[config.mk]
export PLATFORM = sky130hd
export DESIGN_NAME = fault_record_cache_maint_regs
export DESIGN_NICKNAME = d
export VERILOG_FILES = /design/src/common/fault_regs_pkg.sv /design/src/verilog/fault_code_encoder.sv /design/src/verilog/maint_op_decoder.sv /design/src/verilog/fault_record_cache_maint_regs.sv
export VERILOG_INCLUDE_DIRS = /design/src /design/src/common
export SDC_FILE = /design/constraint.sdc
export NUM_CORES = 1
export LEC_CHECK = 0
export ABC_AREA = 0
export BUFFER_PORTS_ARGS = -buffer_cell sky130_fd_sc_hd__buf_2
export CAP_MARGIN = 20
export CELL_PAD_IN_SITES_DETAIL_PLACEMENT = 0
export CELL_PAD_IN_SITES_GLOBAL_PLACEMENT = 1
export CORE_MARGIN = 2
export CORE_UTILIZATION = 42
export DETAILED_ROUTE_END_ITERATION = 7
export HOLD_SLACK_MARGIN = 0.15
export PLACE_DENSITY = 0.86
export SYNTH_ARGS = -nofsm -noshare
export SYNTH_HDL_FRONTEND = slang
export SYNTH_HIERARCHICAL = 1
export SYNTH_SLANG_ARGS = --single-unit
[constraint.sdc]
create_clock -name ref_clk -period 4.41 [get_ports ref_clk]
set_input_delay 1.323 -clock ref_clk [delete_from_list [all_inputs] [get_ports ref_clk]]
set_output_delay 1.323 -clock ref_clk [all_outputs]
set_load 0.02 [all_outputs]
[src/common/fault_regs_defs.svh]
`ifndef FAULT_REGS_DEFS_SVH
`define FAULT_REGS_DEFS_SVH

`define CRN_FAULT_STATUS     4'h5
`define CRN_FAULT_ADDRESS    4'h6
`define CRN_CACHE_OPS        4'h7
`define CRM_PRIMARY          4'h0
`define CRM_AUX              4'h1
`define OP2_DATA             3'h0
`define OP2_INSTR            3'h1
`define OP2_IADDR            3'h2
`define CRM_PA_RESULT        4'h4
`define FS_QUAL_BIT          12
`define FS_HIGH_BIT          10
`define FS_L1_WALK_EXT       5'h0C
`define FS_L2_WALK_EXT       5'h0E
`define FS_TRANS_SECTION     5'h05
`define FS_TRANS_PAGE        5'h07
`define FS_FLAG_SECTION      5'h03
`define FS_FLAG_PAGE         5'h06
`define FS_DOMAIN_SECTION    5'h09
`define FS_DOMAIN_PAGE       5'h0B
`define FS_PERM_SECTION      5'h0D
`define FS_PERM_PAGE         5'h0F
`define FS_EXT_NONTRANS      5'h08
`define FS_DEBUG_EVENT       5'h02
`define RESET_WORD           32'h0000_0000
`define LINE_ADDR_LSB        5

`endif

[src/common/fault_regs_pkg.sv]
package fault_regs_pkg;

    // one bit per fault source, index 0 is highest priority
    typedef enum logic [3:0] {
        SRC_L1_WALK_EXT,
        SRC_L2_WALK_EXT,
        SRC_TRANS_SECTION,
        SRC_TRANS_PAGE,
        SRC_FLAG_SECTION,
        SRC_FLAG_PAGE,
        SRC_DOMAIN_SECTION,
        SRC_DOMAIN_PAGE,
        SRC_PERM_SECTION,
        SRC_PERM_PAGE,
        SRC_EXT_NONTRANS,
        SRC_DEBUG_EVENT
    } fault_src_t;

    typedef struct packed {
        logic        valid;
        logic        write;
        logic        user_mode;
        logic        secure;
        logic [3:0]  crn;
        logic [3:0]  minor_register_select;
        logic [2:0]  op2;
        logic [31:0] wdata;
    } cop_req_t;

    typedef struct packed {
        logic        valid;
        logic        undefined;
        logic [31:0] rdata;
    } cop_resp_t;

    typedef struct packed {
        logic        valid;
        logic        secure;
        logic [11:0] sources;
        logic        slave_error;
        logic [31:0] address;
    } prefetch_abort_t;

    typedef struct packed {
        logic        valid;
        logic        secure;
        logic        synchronous;
        logic [31:0] address;
    } data_abort_t;

    typedef enum logic [3:0] {
        OP_NONE,
        OP_ICACHE_INVAL_ALL_SHARED,
        OP_PREDICTOR_INVAL_ALL_SHARED,
        OP_ICACHE_INVAL_ALL_UNIFY,
        OP_ICACHE_INVAL_LINE_ADDR,
        OP_INSTR_SYNC_BARRIER,
        OP_PREDICTOR_INVAL_ALL,
        OP_DCACHE_INVAL_LINE_ADDR,
        OP_DCACHE_INVAL_SETWAY,
        OP_DCACHE_CLEAN_ADDR_COHERENT,
        OP_DCACHE_CLEAN_SETWAY,
        OP_DCACHE_CLEAN_ADDR_UNIFY,
        OP_DCACHE_CLEAN_INVAL_ADDR,
        OP_DCACHE_CLEAN_INVAL_SETWAY,
        OP_DATA_SYNC_BARRIER,
        OP_DATA_MEMORY_BARRIER
    } maint_op_t;

    typedef struct packed {
        logic        valid;
        maint_op_t   op;
        logic        separate_only;
        logic        by_setway;
        logic [31:0] line_address;
        logic [31:0] way;
        logic [31:0] set;
    } maint_cmd_t;

endpackage : fault_regs_pkg

[src/verilog/fault_code_encoder.sv]
`include "fault_regs_defs.svh"

module fault_code_encoder (
    input  wire logic [11:0] sources,
    input  wire logic        slave_error,
    output logic             any,
    output logic [12:0]      status
);
    import fault_regs_pkg::*;

    logic [4:0] code;

    // first set bit wins; unlisted codes are never produced
    always_comb begin
        code = 5'h00;
        any  = 1'b0;
        for (int i = 11; i >= 0; i--) begin
            if (sources[i]) begin
                any = 1'b1;
                case (fault_src_t'(i[3:0]))
                    SRC_L1_WALK_EXT:    code = `FS_L1_WALK_EXT;
                    SRC_L2_WALK_EXT:    code = `FS_L2_WALK_EXT;
                    SRC_TRANS_SECTION:  code = `FS_TRANS_SECTION;
                    SRC_TRANS_PAGE:     code = `FS_TRANS_PAGE;
                    SRC_FLAG_SECTION:   code = `FS_FLAG_SECTION;
                    SRC_FLAG_PAGE:      code = `FS_FLAG_PAGE;
                    SRC_DOMAIN_SECTION: code = `FS_DOMAIN_SECTION;
                    SRC_DOMAIN_PAGE:    code = `FS_DOMAIN_PAGE;
                    SRC_PERM_SECTION:   code = `FS_PERM_SECTION;
                    SRC_PERM_PAGE:      code = `FS_PERM_PAGE;
                    SRC_EXT_NONTRANS:   code = `FS_EXT_NONTRANS;
                    SRC_DEBUG_EVENT:    code = `FS_DEBUG_EVENT;
                    default:            code = 5'h00;
                endcase
            end
        end
    end

    logic is_external;
    assign is_external = (code == `FS_L1_WALK_EXT) || (code == `FS_L2_WALK_EXT) || (code == `FS_EXT_NONTRANS);

    // bit 12 qualifies external aborts only, bits 9:4 stay zero
    always_comb begin
        status = 13'h0000;
        status[`FS_QUAL_BIT] = is_external & slave_error;
        status[`FS_HIGH_BIT] = code[4];
        status[3:0] = code[3:0];
    end

endmodule : fault_code_encoder

[src/verilog/maint_op_decoder.sv]
`include "fault_regs_defs.svh"

module maint_op_decoder #(
    parameter int WAY_BITS  = 2,
    parameter int LINE_BITS = 5,
    parameter int SET_BITS  = 8
) (
    input  wire logic [3:0]  minor_register_select,
    input  wire logic [2:0]  op2,
    input  wire logic [31:0] operand,
    output fault_regs_pkg::maint_op_t op,
    output logic             user_ok,
    output logic             by_setway,
    output logic [31:0]      line_address,
    output logic [31:0]      way,
    output logic [31:0]      set
);
    import fault_regs_pkg::*;

    always_comb begin
        op = OP_NONE;
        case ({minor_register_select, op2})
            {4'h1, 3'h0}: op = OP_ICACHE_INVAL_ALL_SHARED;
            {4'h1, 3'h6}: op = OP_PREDICTOR_INVAL_ALL_SHARED;
            {4'h5, 3'h0}: op = OP_ICACHE_INVAL_ALL_UNIFY;
            {4'h5, 3'h1}: op = OP_ICACHE_INVAL_LINE_ADDR;
            {4'h5, 3'h4}: op = OP_INSTR_SYNC_BARRIER;
            {4'h5, 3'h6}: op = OP_PREDICTOR_INVAL_ALL;
            {4'h6, 3'h1}: op = OP_DCACHE_INVAL_LINE_ADDR;
            {4'h6, 3'h2}: op = OP_DCACHE_INVAL_SETWAY;
            {4'hA, 3'h1}: op = OP_DCACHE_CLEAN_ADDR_COHERENT;
            {4'hA, 3'h2}: op = OP_DCACHE_CLEAN_SETWAY;
            {4'hA, 3'h4}: op = OP_DATA_SYNC_BARRIER;
            {4'hA, 3'h5}: op = OP_DATA_MEMORY_BARRIER;
            {4'hB, 3'h1}: op = OP_DCACHE_CLEAN_ADDR_UNIFY;
            {4'hE, 3'h1}: op = OP_DCACHE_CLEAN_INVAL_ADDR;
            {4'hE, 3'h2}: op = OP_DCACHE_CLEAN_INVAL_SETWAY;
            default:      op = OP_NONE;
        endcase
    end

    // only the barriers may run from user code
    assign user_ok = (op == OP_INSTR_SYNC_BARRIER) || (op == OP_DATA_SYNC_BARRIER)
                  || (op == OP_DATA_MEMORY_BARRIER);

    assign by_setway = (op == OP_DCACHE_INVAL_SETWAY) || (op == OP_DCACHE_CLEAN_SETWAY)
                    || (op == OP_DCACHE_CLEAN_INVAL_SETWAY);

    // low five bits ignored for address operands
    assign line_address = {operand[31:`LINE_ADDR_LSB], 5'h00};

    // should-be-zero bits are simply not looked at
    always_comb begin
        way = 32'h0000_0000;
        set = 32'h0000_0000;
        way[WAY_BITS-1:0] = operand[31 -: WAY_BITS];
        set[SET_BITS-1:0] = operand[LINE_BITS +: SET_BITS];
    end

endmodule : maint_op_decoder

[src/verilog/fault_record_cache_maint_regs.sv]
// Functional notes
// walk external aborts encode 0x0C, 0x0E first
// translation, flag, domain, permission codes, section first
// external nontranslation, debug last; reserved never produced
// bit 12: decode error 0, slave error 1
// bit 10 high code bit; 9:4 zero
// route bit: secure data status on monitor entry
// c5 op2 1 reads/writes instruction status
// software writes zero into bits 31:4
// auxiliary status registers read zero, ignore writes
// banked per security state; user access undefined
// data address captures synchronous data faults only
// write loads data fault address
// debug entry updates data address in monitor mode
// instruction address captures prefetch abort; writable
// c7 reads undefined except address result
// c7 needs privilege except three barriers
// instruction cache and predictor operations decode
// c5/4 barrier flushes prefetch, user allowed
// data cache line operations decode
// unify invalidate touches separate instruction caches only
// set/way operand: way high, set above line
// newest prefetch abort overwrites instruction status
// bit 12 qualifies instruction external aborts
// address operand bits 31:5, low ignored
// only highest-priority fault recorded per access
`include "fault_regs_defs.svh"

module fault_record_cache_maint_regs #(
    parameter int WAY_BITS  = 2,
    parameter int LINE_BITS = 5,
    parameter int SET_BITS  = 8
) (
    input  wire logic                            ref_clk,
    input  wire logic                            rst,
    input  wire fault_regs_pkg::cop_req_t        cop_req,
    output fault_regs_pkg::cop_resp_t            cop_resp,
    input  wire fault_regs_pkg::prefetch_abort_t prefetch_abort,
    input  wire fault_regs_pkg::data_abort_t     data_abort,
    input  wire logic                            external_abort_route,
    input  wire logic                            monitor_entry_ext_abort,
    input  wire logic [31:0]                     monitor_data_status,
    input  wire logic                            debug_entry,
    input  wire logic                            debug_monitor_mode,
    input  wire logic [31:0]                     debug_address,
    output fault_regs_pkg::maint_cmd_t           maint_cmd,
    output logic [31:0]                          secure_data_status
);
    import fault_regs_pkg::*;

    // index 0 non-secure, 1 secure
    logic [31:0] instr_fault_status  [2];
    logic [31:0] data_fault_address  [2];
    logic [31:0] instr_fault_address [2];

    logic        pf_any;
    logic [12:0] pf_status;

    fault_code_encoder u_encoder (
        .sources     (prefetch_abort.sources),
        .slave_error (prefetch_abort.slave_error),
        .any         (pf_any),
        .status      (pf_status)
    );

    maint_op_t   dec_op;
    logic        dec_user_ok;
    logic        dec_by_setway;
    logic [31:0] dec_line_address;
    logic [31:0] dec_way;
    logic [31:0] dec_set;

    maint_op_decoder #(
        .WAY_BITS  (WAY_BITS),
        .LINE_BITS (LINE_BITS),
        .SET_BITS  (SET_BITS)
    ) u_decoder (
        .minor_register_select          (cop_req.minor_register_select),
        .op2          (cop_req.op2),
        .operand      (cop_req.wdata),
        .op           (dec_op),
        .user_ok      (dec_user_ok),
        .by_setway    (dec_by_setway),
        .line_address (dec_line_address),
        .way          (dec_way),
        .set          (dec_set)
    );

    logic bank;
    assign bank = cop_req.secure;

    logic sel_istat;
    logic sel_aux;
    logic sel_daddr;
    logic sel_iaddr;
    logic sel_c7;
    logic sel_par;
    assign sel_istat = (cop_req.crn == `CRN_FAULT_STATUS) && (cop_req.minor_register_select == `CRM_PRIMARY)
                    && (cop_req.op2 == `OP2_INSTR);
    assign sel_aux   = (cop_req.crn == `CRN_FAULT_STATUS) && (cop_req.minor_register_select == `CRM_AUX)
                    && ((cop_req.op2 == `OP2_DATA) || (cop_req.op2 == `OP2_INSTR));
    assign sel_daddr = (cop_req.crn == `CRN_FAULT_ADDRESS) && (cop_req.minor_register_select == `CRM_PRIMARY)
                    && (cop_req.op2 == `OP2_DATA);
    assign sel_iaddr = (cop_req.crn == `CRN_FAULT_ADDRESS) && (cop_req.minor_register_select == `CRM_PRIMARY)
                    && (cop_req.op2 == `OP2_IADDR);
    assign sel_c7   = (cop_req.crn == `CRN_CACHE_OPS);
    // address result register lives in a neighbouring slice
    assign sel_par  = sel_c7 && (cop_req.minor_register_select == `CRM_PA_RESULT) && (cop_req.op2 == `OP2_DATA);

    logic fault_sel;
    assign fault_sel = sel_istat || sel_aux || sel_daddr || sel_iaddr;

    logic undef;
    always_comb begin
        undef = 1'b0;
        if (fault_sel && cop_req.user_mode) begin
            undef = 1'b1;
        end
        else if (sel_c7 && !cop_req.write && !sel_par) begin
            undef = 1'b1;
        end
        else if (sel_c7 && cop_req.write && cop_req.user_mode && !dec_user_ok) begin
            undef = 1'b1;
        end
    end

    logic wr_ok;
    assign wr_ok = cop_req.valid && cop_req.write && !undef;

    logic [31:0] next_rdata;
    always_comb begin
        next_rdata = 32'h0000_0000;
        if (sel_istat) begin
            next_rdata = instr_fault_status[bank];
        end
        else if (sel_daddr) begin
            next_rdata = data_fault_address[bank];
        end
        else if (sel_iaddr) begin
            next_rdata = instr_fault_address[bank];
        end
        else if (sel_aux) begin
            next_rdata = 32'h0000_0000;
        end
    end

    // one-cycle answer to every request
    always_ff @(posedge ref_clk) begin
        if (rst) begin
            cop_resp <= '0;
        end
        else begin
            cop_resp.valid     <= cop_req.valid;
            cop_resp.undefined <= cop_req.valid && undef;
            cop_resp.rdata     <= (cop_req.valid && !cop_req.write && !undef) ? next_rdata : 32'h0000_0000;
        end
    end

    // software write and abort in one cycle: the abort wins, it is newer
    always_ff @(posedge ref_clk) begin
        if (rst) begin
            instr_fault_status[0] <= `RESET_WORD;
            instr_fault_status[1] <= `RESET_WORD;
        end
        else begin
            if (wr_ok && sel_istat) begin
                instr_fault_status[bank] <= cop_req.wdata;
            end
            if (prefetch_abort.valid && pf_any) begin
                instr_fault_status[prefetch_abort.secure] <= {19'h00000, pf_status};
            end
        end
    end

    always_ff @(posedge ref_clk) begin
        if (rst) begin
            instr_fault_address[0] <= `RESET_WORD;
            instr_fault_address[1] <= `RESET_WORD;
        end
        else begin
            if (wr_ok && sel_iaddr) begin
                instr_fault_address[bank] <= cop_req.wdata;
            end
            if (prefetch_abort.valid && pf_any) begin
                instr_fault_address[prefetch_abort.secure] <= prefetch_abort.address;
            end
        end
    end

    always_ff @(posedge ref_clk) begin
        if (rst) begin
            data_fault_address[0] <= `RESET_WORD;
            data_fault_address[1] <= `RESET_WORD;
        end
        else begin
            if (wr_ok && sel_daddr) begin
                data_fault_address[bank] <= cop_req.wdata;
            end
            // halting debug leaves the register for the debugger to read
            if (debug_entry && debug_monitor_mode) begin
                data_fault_address[bank] <= debug_address;
            end
            if (data_abort.valid && data_abort.synchronous) begin
                data_fault_address[data_abort.secure] <= data_abort.address;
            end
        end
    end

    // secure data status copy driven by monitor entry
    always_ff @(posedge ref_clk) begin
        if (rst) begin
            secure_data_status <= `RESET_WORD;
        end
        else if (external_abort_route && monitor_entry_ext_abort) begin
            secure_data_status <= monitor_data_status;
        end
    end

    always_ff @(posedge ref_clk) begin
        if (rst) begin
            maint_cmd <= '0;
        end
        else begin
            maint_cmd.valid         <= wr_ok && sel_c7 && (dec_op != OP_NONE);
            maint_cmd.op            <= dec_op;
            maint_cmd.separate_only <= (dec_op == OP_ICACHE_INVAL_ALL_UNIFY);
            maint_cmd.by_setway     <= dec_by_setway;
            maint_cmd.line_address  <= dec_line_address;
            maint_cmd.way           <= dec_way;
            maint_cmd.set           <= dec_set;
        end
    end

endmodule : fault_record_cache_maint_regs

# Word-level counts from Yosys, hierarchy flattened
# Memories as Yosys holds them, arrays and structs flattened.
# Cells that the tools add are included.
dict set report totals {
  ff_bits 169
  ramBits 192
  input_bits 199
  output_inout_bits 169
  elab_cells 175
  memories 3
}
# memory depth word_bits rd rd_clocked_by_memory_dff wr line_no
set memory_table {}
lappend memory_table {data_fault_address 2 32 1 0 2 fault_record_cache_maint_regs.sv:53} ;# logic [31:0] data_fault_address [2];
lappend memory_table {instr_fault_address 2 32 1 0 2 fault_record_cache_maint_regs.sv:54} ;# logic [31:0] instr_fault_address [2];
lappend memory_table {instr_fault_status 2 32 1 0 2 fault_record_cache_maint_regs.sv:52} ;# logic [31:0] instr_fault_status [2];
dict set report op_classes {
  n_eq_ne 32
  muxes 70
  bitwise_logic 3
  reduce_logical 53
}
# cell n
set ops {}
lappend ops {{$mux 32} 10}
lappend ops {{$reduce_or 32->1} 6}
lappend ops {{$pmux 4 s15} 1}
lappend ops {{$eq 7x7->1 const B} 7}
lappend ops {{$mux 1} 47}
lappend ops {{$mux 4} 11}
lappend ops {{$eq 7x6->1 const B} 6}
lappend ops {{$eq 4x4->1 const B} 8}
lappend ops {{$logic_and 1x1->1} 29}
lappend ops {{$eq 4x3->1 const B} 5}
lappend ops {{$eq 7x4->1 const B} 2}
lappend ops {{$logic_or 1x1->1} 10}
lappend ops {{$eq 4x1->1 const B} 1}
lappend ops {{$eq 4x2->1 const B} 1}
lappend ops {{$logic_not 1->1} 4}
lappend ops {{$logic_not 4->1} 1}
lappend ops {{$reduce_bool 4->1} 1}
lappend ops {{$eq 3x1->1 const B} 1}
lappend ops {{$eq 3x2->1 const B} 1}
lappend ops {{$logic_not 3->1} 1}
lappend ops {{$mux 2} 1}
lappend ops {{$reduce_or 2->1} 1}
lappend ops {{$and 1x1->1} 1}
lappend ops {{$not 1->1} 1}
lappend ops {{$or 1x1->1} 1}

# Logic depth before layout (Yosys ltp)
dict set report logic_depth {
  ltp_word 19
  mapped_depth 11
  mapped_depth_nobuf 8
}

# By module
# The synthesis kept the hierarchy.
# module instances cells_per_inst area_each_um2 seq_area_each_um2
set modules_own_cells {}
lappend modules_own_cells {fault_record_cache_maint_regs 1 1484 15234.6 8768.4}
lappend modules_own_cells {maint_op_decoder 1 150 1061.0 0.0}
lappend modules_own_cells {fault_code_encoder 1 32 221.5 0.0}

# Least setup slack after synthesis
# Ideal clock, no wire load.
dict set report synth_path {
  path_type {input-to-reg}
  from {input prefetch_abort[39] (netlist bit)}
  to {memory instr_fault_address[1][0], enable pin}
  setup_ps 478
  arrival_time_ps 3359
  t_required_ps 3932
  setup_slack_ps 573
  cell_stages 8
  path_buffers 2
  path_cell_list {nor4_4 nor2b_1 nand4b_1 and4b_1 clkbuf_1 nor2_1 clkbuf_1 nand2_1}
}
# item line_no
set synth_rtl {}
lappend synth_rtl {{from (decl)} fault_record_cache_maint_regs.sv:38} ;# input wire fault_regs_pkg::prefetch_abort_t prefetch_abort,
lappend synth_rtl {{to (decl)} fault_record_cache_maint_regs.sv:54}

==> results.md <==
- # IOs: 368
- Min Clock Period, post-route: 3.46 ns
- Initial Utilization: 42.6%
- Most frequent cells after synthesis: 361 x nand2_1, 207 x dfxtp_1, 154 x edfxtp_1
- Setup TNS: 0 ns
- Top-area cell type share of the netlist area: 28.0%
- DIE HEIGHT: 202 um
- Worst Setup Path Type: input port to flop
- Filler instances: between 3000 and 4000
- Worst-path cell chain: buf_2, or4_1, a2111oi_0, or2_2, buf_4, mux2i_1
- Post-synth top area cell: edfxtp_1
- Cell depth of the worst flop-to-flop path: 4
- Row cnt: 72
- DRC viols: 0
- TritonRoute pass-1 iters: 5
- Max Cap Violations: 0
- Clock skew: between 0.007 and 0.008 ns
- Clock sink total: 361
- Top area cells in the synthesized netlist: edfxtp_1 28%, dfxtp_1 25%, nand2_1 8.2%, mux2i_1 8.1%, buf_4 4.8%
- Post-CTS setup buffer count: 0
- Utilization after layout: 51.2%
- Worst vdd ir: 0.000374 V
- 1st-iter DRT viols: about 980
- Run status: finished clean
- Hold Path Origin: secure_data_status[30]$_SDFFE_PP0P_
- CTS tree: done
- Layout Nets: 2156
- Antenna violations before repair: 5
- Leakage power: 8.51 nW
- Worst-Margin Slew: 1.09 ns
- Largest net degree at the start of global routing: 88
- Die area: 40900 sq um
- Global Route Usage Sum: 23.8%
- Fin. Hold Viols: 0
- Fin crit share: 78.4%
- Worst-path clk slew: 0.06 ns
- CP max stage delay: roughly 0.64 ns
- Synth warn: 6
- Vias per std cell: 5.18
- Syn-to-layout area delta: 20.1%
- Setup slack, reg-to-reg: 3.14 ns
- Yosys cell types: 60
- Number of synthesized register bits: 361
- Hold depth: 2
- Worst EP arrival: 3.94 ns
- WP data required: 4.89 ns
- Min-Delay Endpoint: secure_data_status[30]$_SDFFE_PP0P_
- Placed Cells: between 2000 and 2500
- Slowest cell on crit path: a2111oi_0
- Worst skew pair latency: around 0.56 ns
- Die width: 202 um
- Crit. End Element: flop
- H-tree depth: 2
- PostCTS Resize Cnt: 0
- Core box area: around 39000 sq um
- Final Non-Filler Cells: 2510
- Top FF cell, synth: dfxtp_1
- Buf/Inv on CP: 2
- Antenna viol nets, final: 0
- Worst flop-to-flop path startpoint: instr_fault_address[1][9]$_DFFE_PP_
- Final wirelength: 50200 um
- Endpoints failing setup: 0
- Worst Path Max Fanout: 19
- DP HPWL: around 34000 um
- Fmax: 289 MHz
- Most frequent cell after synthesis: nand2_1
- Worst r2r dst: cop_resp[9]$_SDFF_PP0_
- WL per Instance: 20.0 um
- Mapped Area: 16500 sq um
- Async SR Flop Fraction: 0%
- Syn Area/Cell: 9.91 sq um
- GRT Residual Overflow: 0
- Sequential area share after synthesis: 53.1%
- Startpoint type of the worst setup path: input port
- Vias in the first global route: 12600
- Multi-input logic area: 6790 sq um
- Register Area: 8770 sq um
- Number of port buffers: ~370
- First-pass GRT wire length: about 74000 um
- RSZ-0062 raised after global routing: false
- CP top delay family: simple AND/OR/NAND/NOR gates
- Hold Crit Class: flop to flop
- Pwr per Cell Area: about 400 nW/um^2
- Syn Inst Count: ~1700
- Post-synth EDFFs: 154
- Slew Viols, Final: 0
- Clk root buf: clkbuf_16
- Share of layout cells above drive strength 1: 27.4%
- GP Congestion: a little over 0.8
- Vias after detailed routing: 13000
- Slew headroom: 27.2%
- Maximum buffer depth of the clock tree: 3
- TritonCTS Buffers: 41
- Post-CTS Hold Fix Bufs: 0
per-stage QoR:
| step | setup slack, ns | instance area [sq um] | power (W) | hold slack, ns |
|---|---|---|---|---|
| 2_1_floorplan | 0.573 | 16800 | 0.00429 | 0.438 |
| 3_3_place_gp | 0.465 | 18400 | 0.00455 | 0.438 |
| 3_5_place_dp | 0.434 | 18400 | 0.00457 | 0.447 |
| 4_1_cts | 1.02 | 19800 | 0.00797 | 0.455 |
| 5_1_grt | 0.866 | 19800 | 0.00819 | 0.474 |
| 6_report | 0.951 | 19800 | 0.00791 | 0.453 |
worst max-delay path by stage:
stage                       startpoint                                endpoint  slack (ns)  cells after the start
CTS                        cop_req[33]  instr_fault_status[1][16]$_SDFFE_PP0P_        1.02                      7
floorplan           prefetch_abort[39]     instr_fault_address[1][0]$_DFFE_PP_        0.57                      8
global route               cop_req[35]  instr_fault_status[1][15]$_SDFFE_PP0P_        0.87                      6
finish                     cop_req[35]  instr_fault_status[1][16]$_SDFFE_PP0P_        0.95                      6
global placement           cop_req[33]  instr_fault_status[1][17]$_SDFFE_PP0P_        0.47                      7
detailed placement         cop_req[35]  instr_fault_status[1][16]$_SDFFE_PP0P_        0.43                      6
state kept, by name, summed over array words and instances (netlist names):
name,cells
cop_resp,34
data_fault_address,64
instr_fault_address,64
instr_fault_status,64
maint_cmd,103
secure_data_status,32
worst min-delay path, cell delays in order, from the launching register on:
cell and delay [ns]:
dfxtp_1 0.30, nand2_1 0.05, a21oi_1 0.05
cell type report:
type | instances | area share, %
Multi-Input combinational cell | 1136 | 34.3
Clock buffer | 63 | 6.37
Tap cell | 518 | 3.27
Timing Repair Buffer | 410 | 11.2
Inverter | 7 | 0.132
Sequential cell | 361 | 44.2
Antenna cell | 3 | 0.0379
Clock inverter | 12 | 0.486
power by group:
group / total, W / internal (W) / switching [W] / leakage (nW)
sequential: 0.00372 / 0.00367 / 0.0000480 / 3.21
clock: 0.00341 / 0.00204 / 0.00137 / 0.666
combinational: 0.000784 / 0.000286 / 0.000498 / 4.63
total: 0.00791 / 0.00600 / 0.00192 / 8.51
per-layer routing:
layer	global-route usage [%]	wire [um]	part of all wire, %	vias to the layer above
met5	0	24	0.048	-
met4	7.90	1220	2.4	4
met3	5.66	4600	9.2	68
met2	39.3	23400	47	573
met1	30.6	20900	42	6146
li1	-	-	-	6216
cells by family (layout without fill, tap and decap cells):
kind of cell	Yosys count	in the layout	synth area share (%)
buffers and inverters	234	492	7.95
AO/OA/AOI/OAI	286	286	10.5
AND/OR/NAND/NOR	617	617	18.1
multiplexers	166	166	10.3
flip-flops	361	361	53.1
other	2	70	0.0455
placed cells by master (no fill, tap or decap), types with 3 or more instances in the layout:
cell	netlist	final
buf_2	12	365
nand2b_1	14	13
nor2b_1	107	107
nand4b_1	4	4
nor3_1	37	37
dfxtp_1	207	207
buf_4	106	39
nor3b_1	34	34
o31ai_1	17	17
clkinv_1	0	3
o31ai_2	10	10
or4b_1	4	4
a21oi_1	38	36
edfxtp_1	154	154
mux2i_1	134	134
nor2_1	15	12
inv_1	7	7
clkbuf_8	0	7
or2_2	3	5
buf_12	0	4
nor4_1	9	8
conb_1	2	67
nand3b_1	6	6
clkbuf_16	0	45
a211oi_1	32	32
diode_2	0	3
mux2_2	32	32
nand2_1	361	359
clkbuf_1	96	11
o21ai_0	34	34
nor2_2	0	3
o21ai_1	130	130
clkinv_2	0	3
(Power assumes the default switching activity.)
